--- src/mseq_pkg.sv ---
package mseq_pkg;
  localparam int MSEQ_DEPTH      = 256;
  localparam int MSEQ_WORD_W     = 56;
  localparam int MSEQ_ADDR_W     = 9;
  localparam int MSEQ_ROM_AW     = 8;
  localparam int MSEQ_ADDR_LSB   = 0;
  localparam int MSEQ_CTRL_LSB   = 9;
  localparam int MSEQ_CTRL_W     = MSEQ_WORD_W - MSEQ_CTRL_LSB;
  localparam logic [8:0] MSEQ_RESET_ADDR = 9'h000;
  localparam logic [8:0] MSEQ_START_ADDR = 9'h01A;
  localparam logic [8:0] MSEQ_ADDR_MASK  = 9'h0FF;
endpackage : mseq_pkg

--- src/mseq_sequencer.sv ---
`timescale 1ns/10ps
// What this block does
// - Store holds 256 words of 56 bits
// - Pointer selects the word read this cycle
// - Bits 8..0 address, bits 9 up control
// - Buffer register captures word, drives datapath
// - Address bits merged with branch modifiers
// - Pointer selects exactly one stored word
// - Buffer address part is the pointer
// - Next address from field plus modifiers
// - One word executes per machine cycle
// - Branch test chooses among successor states
// - Console start enters start sequence
// - Load address done with begin starts
// - Branch affects the word after next
// - Branch ORs condition bits into address
// - Leftmost selected condition has priority, true or not
// - History register captures pointer each clock
module mseq_sequencer
  import mseq_pkg::*;
#(
  parameter logic [MSEQ_DEPTH*MSEQ_WORD_W-1:0] WORD_INIT = '0,
  parameter int                               NCOND     = 4
) (
  input  wire logic                   ref_clk,
  input  wire logic                   rst_n,
  input  wire logic [NCOND-1:0]       branch_test_selector,
  input  wire logic [MSEQ_ADDR_W-1:0] basic_branch_modifier,
  input  wire logic [MSEQ_ADDR_W-1:0] expansion_branch_modifier,
  input  wire logic                   console_start,
  input  wire logic                   load_address_switch_done,
  input  wire logic                   begin_cond,
  output logic      [MSEQ_ADDR_W-1:0] next_microaddress_pointer,
  output logic      [MSEQ_CTRL_W-1:0] control_bits,
  output logic      [MSEQ_ADDR_W-1:0] previous_microaddress_history
);
  typedef enum logic [1:0] {
    MSEQ_ST_RESET = 2'b01,
    MSEQ_ST_RUN   = 2'b10
  } mseq_state_t;

  // Pointer, buffer and history live in one record so they move on one edge
  typedef struct packed {
    mseq_state_t            state;
    logic [MSEQ_ADDR_W-1:0] ptr;
    logic [MSEQ_CTRL_W-1:0] ctrl;
    logic [MSEQ_ADDR_W-1:0] hist;
  } mseq_regs_t;

  mseq_regs_t r;
  mseq_regs_t next_r;
  logic [MSEQ_WORD_W-1:0] rom_word;
  logic [MSEQ_ADDR_W-1:0] branch_bits;
  logic [MSEQ_ADDR_W-1:0] base_addr;
  logic [MSEQ_ADDR_W-1:0] formed_addr;
  logic [MSEQ_CTRL_W-1:0] store_ctrl;

  // Priority pick: lowest index is the leftmost listed condition
  function automatic logic [MSEQ_ADDR_W-1:0] mseq_pick(input logic [NCOND-1:0] sel,
                                                       input logic [MSEQ_ADDR_W-1:0] mods);
    logic [MSEQ_ADDR_W-1:0] res;
    res = '0;
    for (int i = NCOND - 1; i >= 0; i--) begin
      if (sel[i]) begin
        res = mods & MSEQ_ADDR_W'(1 << i);
      end
    end
    return res;
  endfunction : mseq_pick

  // Only eight pointer bits reach the store; the ninth is carried for the history
  // 256 by 56 store
  mseq_rom #(
    .DEPTH     (MSEQ_DEPTH),
    .WIDTH     (MSEQ_WORD_W),
    .WORD_INIT (WORD_INIT)
  ) u_rom (
    .addr (r.ptr[MSEQ_ROM_AW-1:0]),
    .word (rom_word)
  );

  // Selector comes from the word in the buffer while the store already shows the following word;
  // the modified address is loaded with that word, so a test lands on the word after next
  always_comb begin
    branch_bits = mseq_pick(branch_test_selector, basic_branch_modifier | expansion_branch_modifier);
    base_addr   = rom_word[MSEQ_CTRL_LSB-1:MSEQ_ADDR_LSB] & MSEQ_ADDR_MASK;
    formed_addr = base_addr | branch_bits;
    store_ctrl  = rom_word[MSEQ_WORD_W-1:MSEQ_CTRL_LSB];
  end

  // Next-state formation for pointer, buffer and history
  always_comb begin
    next_r = r;
    next_r.hist = r.ptr;
    case (r.state)
      MSEQ_ST_RESET: begin
        next_r.state = MSEQ_ST_RUN;
        next_r.ptr   = MSEQ_RESET_ADDR;
        next_r.ctrl  = '0;
      end
      MSEQ_ST_RUN: begin
        next_r.ctrl = store_ctrl;
        if (console_start || (load_address_switch_done && begin_cond)) begin
          next_r.ptr = MSEQ_START_ADDR;
        end else begin
          next_r.ptr = formed_addr;
        end
      end
      default: begin
        next_r.state = MSEQ_ST_RESET;
      end
    endcase
  end

  always_ff @(posedge ref_clk) begin
    if (!rst_n) begin
      r.state <= MSEQ_ST_RESET;
      r.ptr   <= MSEQ_RESET_ADDR;
      r.ctrl  <= '0;
      r.hist  <= MSEQ_RESET_ADDR;
    end else begin
      r <= next_r;
    end
  end

  always_comb begin
    next_microaddress_pointer     = r.ptr;
    control_bits                  = r.ctrl;
    previous_microaddress_history = r.hist;
  end
endmodule : mseq_sequencer

--- src/mseq_rom.sv ---
`timescale 1ns/10ps
// Read-only control store; contents come from the word_init parameter
module mseq_rom
  import mseq_pkg::*;
#(
  parameter int                               DEPTH  = MSEQ_DEPTH,
  parameter int                               WIDTH  = MSEQ_WORD_W,
  parameter logic [DEPTH*WIDTH-1:0]            WORD_INIT = '0
) (
  input  wire logic [MSEQ_ROM_AW-1:0] addr,
  output logic      [WIDTH-1:0]       word
);
  // Asynchronous read so the word is ready within the current machine cycle
  always_comb begin
    word = WORD_INIT[addr*WIDTH +: WIDTH];
  end
endmodule : mseq_rom

--- config.mk ---
export PLATFORM = sky130hd
export DESIGN_NAME = mseq_sequencer
export DESIGN_NICKNAME = d
export VERILOG_FILES = /design/src/mseq_pkg.sv /design/src/mseq_sequencer.sv /design/src/mseq_rom.sv
export SDC_FILE = /design/constraint.sdc
export NUM_CORES = 1
export LEC_CHECK = 0
export BUFFER_PORTS_ARGS = -buffer_cell sky130_fd_sc_hd__buf_2
export CELL_PAD_IN_SITES_DETAIL_PLACEMENT = 1
export CELL_PAD_IN_SITES_GLOBAL_PLACEMENT = 1
export CORE_MARGIN = 2
export CORE_UTILIZATION = 26
export DETAILED_ROUTE_END_ITERATION = 8
export PLACE_DENSITY_LB_ADDON = 0.1
export SETUP_SLACK_MARGIN = 0.5
export SKIP_LAST_GASP = 1
export SLEW_MARGIN = 10
export SYNTH_ARGS = -nofsm -noshare
export SYNTH_HDL_FRONTEND = slang
export SYNTH_SLANG_ARGS = --single-unit
--- constraint.sdc ---
create_clock -name ref_clk -period 2.75 [get_ports ref_clk]
set_input_delay 0.4125 -clock ref_clk [delete_from_list [all_inputs] [get_ports ref_clk]]
set_output_delay 0.4125 -clock ref_clk [all_outputs]
set_load 0.1 [all_outputs]
==> key figures <==
Synth
  • Unique masters post-synth: 24
  • Post-synthesis cell area: 985 sq um
  • Synth area leader: buf_4
  • Flop and latch count out of synthesis: 12
  • Synth top area share: between 50% and 60%
  • Cells after Synth: between 100 and 150
  • Syn Area/Cell: between 8 and 9 sq um
  • Yosys warns: 0
  • Top area cells in the synthesized netlist: buf_4 50%, dfxtp_1 24%, and2_1 2.5%
  • Sequential area share after synthesis: 24.4%

CTS
  • TritonCTS sink count: 12
  • Hold bufs inserted after CTS: 0
  • CTS tree: built
  • CTS Buffer Depth: 2
  • H-Tree Depth: 1
  • Number of CTS-inserted buffers: 3
  • Post-CTS setup repair buffer count: 0
  • CTS resizes: 0
  • Clock slew at reported path FFs: ~0.05 ns
  • Worst skew pair latency: 0.23 ns
  • Clk root buf: clkbuf_8

Setup path
  • Worst path max stage delay: 0.43 ns
  • Cell family with most CP delay: buffers and inverters
  • Reg-to-reg endpoint: next_microaddress_pointer[1]
  • WS Path Type: flop to output port
  • CP Launch Type: flop
  • Slowest-stage cell, CP: buf_2
  • FF-to-FF Start: r[65]
  • Reg-to-reg slack, setup: 1.38 ns
  • CP cell instances: buf_2
  • Critical Path AT: 1.02 ns
  • Crit-path max FO: 3
  • Worst reg2reg path depth: 4
  • CP bufs+invs: 1
  • WP data required: around 2.3 ns
  • CP Capture Type: output port

Routing
  • DRT Pass-1 Iters: 3
  • Post-DRT Antenna Nets: 0
  • Routed wire per std cell: 9.10 um
  • Drt via density: 3.21
  • Initial DRC Count: 6
  • DRC: 0
  • WL final: 1630 um
  • Routed via count: between 500 and 600

GRT
  • Largest net degree at the start of global routing: 13
  • Global-route wire length before repair: 2170 um
  • Vias in the first global route: 497
  • Initial antenna violation count: 0
  • Tot GR Track Use: 6.71%
  • Grt ovf: 0

Place
  • Final HPWL DP: 1370 um
  • Post-Place Cells: 176
  • RD Place Congestion: 0.622
  • PortBufs: 26

Die
  • Num ports: 92
  • Die ar.: roughly 4300 sq um
  • Starting Density: a little over a quarter
  • Die H: 65.5 um
  • # rows: 22
  • Die X: 65.5 um
  • Core box area: 3660 sq um

STA
  • Min cycle time layout: 1.43 ns
  • Crit share post-route: between 50% and 60%
  • Final Hold Fails: 0
  • Final setup fails: 0
  • Max Freq: 0.700 GHz
  • Fin. max-slew vios: 0
  • Setup TNS Final: 0 ns
  • Clock skew: 0.000609 ns
  • Unrepaired setup endpoints after global routing: no

Cells and area
  • Area grow syn2layout: -6.23%
  • Final nets: 162
  • Inserted Diodes: 0
  • Multi-input gate area: 437 sq um
  • Final cell count without fillers: 179
  • Register area: between 200 and 250 sq um
  • Share of layout cells above drive strength 1: between 20 and 30%
  • Fill cells: 480

Power
  • Tot Pwr: 0.871 mW
  • Peak supply drop: between 0.0002 and 0.00025 V
  • Power Density: 943 nW/um^2
  • Leak: between 0.5 and 0.6 nW

Min path
  • Hold Path Class: primary input to flop
  • HP Start: basic_branch_modifier[0]
  • Worst Hold End: next_microaddress_pointer[0]
  • Hold path cells: 3

Outcome
  • Status: finished, final reports clean

Run
  • Max_cap viols: 0
==> sequential cells by signal, summed over array words and instances (netlist names) <==
name / count
next_microaddress_pointer: 5
previous_microaddress_history: 5
r: 2
==> per-layer routing <==
metal	GRT usage (%)	part of all wire (%)	vias to the layer above	wire (um)
met1	7.28	39	257	640
met3	2.23	12	0	203
li1	-	-	277	-
met5	0	0	-	0
met4	4.69	0	0	0
met2	11.0	48	40	784
==> synth_stat cells <==
master	number
o211ai_1	2
nor2b_4	1
inv_1	4
nand2b_1	1
buf_4	66
and3_1	1
o2111ai_1	1
conb_1	1
a221oi_2	1
nand2_1	2
a31o_2	1
a22oi_1	1
a21o_1	1
o21ai_0	2
nor2_1	2
and2_1	4
dfxtp_1	12
o2bb2ai_1	2
mux2i_1	1
ha_1	2
a21oi_1	2
nor2_2	1
nand3_2	1
nor2b_1	2
==> worst max path at each step <==
stage                            startpoint                            to  slack (ns)  cells past startpoint
2_1_floorplan                         r[65]  next_microaddress_pointer[1]        1.49                      4
3_3_place_gp                          r[65]  next_microaddress_pointer[0]        1.40                      5
3_5_place_dp                          r[65]  next_microaddress_pointer[1]        1.38                      4
4_1_cts        next_microaddress_pointer[4]  next_microaddress_pointer[4]        1.31                      1
5_1_grt                               r[65]  next_microaddress_pointer[0]        1.28                      5
6_report       next_microaddress_pointer[4]  next_microaddress_pointer[4]        1.32                      1
==> cell usage in the layout, fill, tap and decap left out, drive strengths merged <==
cell type / synthesis / final
conb: 1 / 55
buf: 66 / 26
dfxtp: 12 / 12
inv: 4 / 4
and2: 4 / 4
clkbuf: 0 / 3
nor2: 3 / 3
nor2b: 3 / 3
nand2: 2 / 2
o211ai: 2 / 2
a21oi: 2 / 2
o2bb2ai: 2 / 2
o21ai: 2 / 2
ha: 2 / 2
nand3: 1 / 1
nand2b: 1 / 1
and3: 1 / 1
a31o: 1 / 1
mux2i: 1 / 1
a21o: 1 / 1
a22oi: 1 / 1
o2111ai: 1 / 1
a221oi: 1 / 1
==> worst register-to-register path, delay by kind of cell (launching register included) <==
| kind | cells | cell delay, ns |
|---|---|---|
| adder cells (fa/ha/maj) | 1 | 0.44 |
| flip-flops | 1 | 0.36 |
| AND/OR/NAND/NOR | 1 | 0.21 |
| AO/OA/AOI/OAI | 1 | 0.20 |
| buffers and inverters | 1 | 0.06 |
==> metrics by stage <==
stage	hold slack, ns	utilization (%)	worst slack (ns)	cell area [sq um]
floorplan	0.446	-	1.49	1190
global placement	0.466	24.1	1.40	882
detailed placement	0.479	24.1	1.38	882
CTS	0.476	25.2	1.31	923
global route	0.508	25.2	1.28	923
finish	0.470	25.2	1.32	923
==> power breakdown <==
| part | internal [mW] | total, mW | switching, mW |
|---|---|---|---|
| clock | 0.0963 | 0.157 | 0.0611 |
| sequential | 0.193 | 0.202 | 0.00971 |
| combinational | 0.0455 | 0.512 | 0.466 |
| total | 0.334 | 0.871 | 0.537 |
==> layout make-up <==
cell class / instances / share of cell area, %
Multi-Input combinational cell: 86 / 47.3
Sequential cell: 12 / 26.0
Timing Repair Buffer: 26 / 14.1
Tap cell: 48 / 6.50
Clock buffer: 3 / 4.47
Inverter: 4 / 1.63
==> logic make-up after synthesis <==
kind of cell	after synthesis	share of synthesized area, %
buffers and inverters	70	51.8
other	1	0.381
adder cells (fa/ha/maj)	2	2.54
AO/OA/AOI/OAI	13	10.2
flip-flops	12	24.4
AND/OR/NAND/NOR	15	9.66
multiplexers	1	1.02
(Power assumes the default switching activity.)
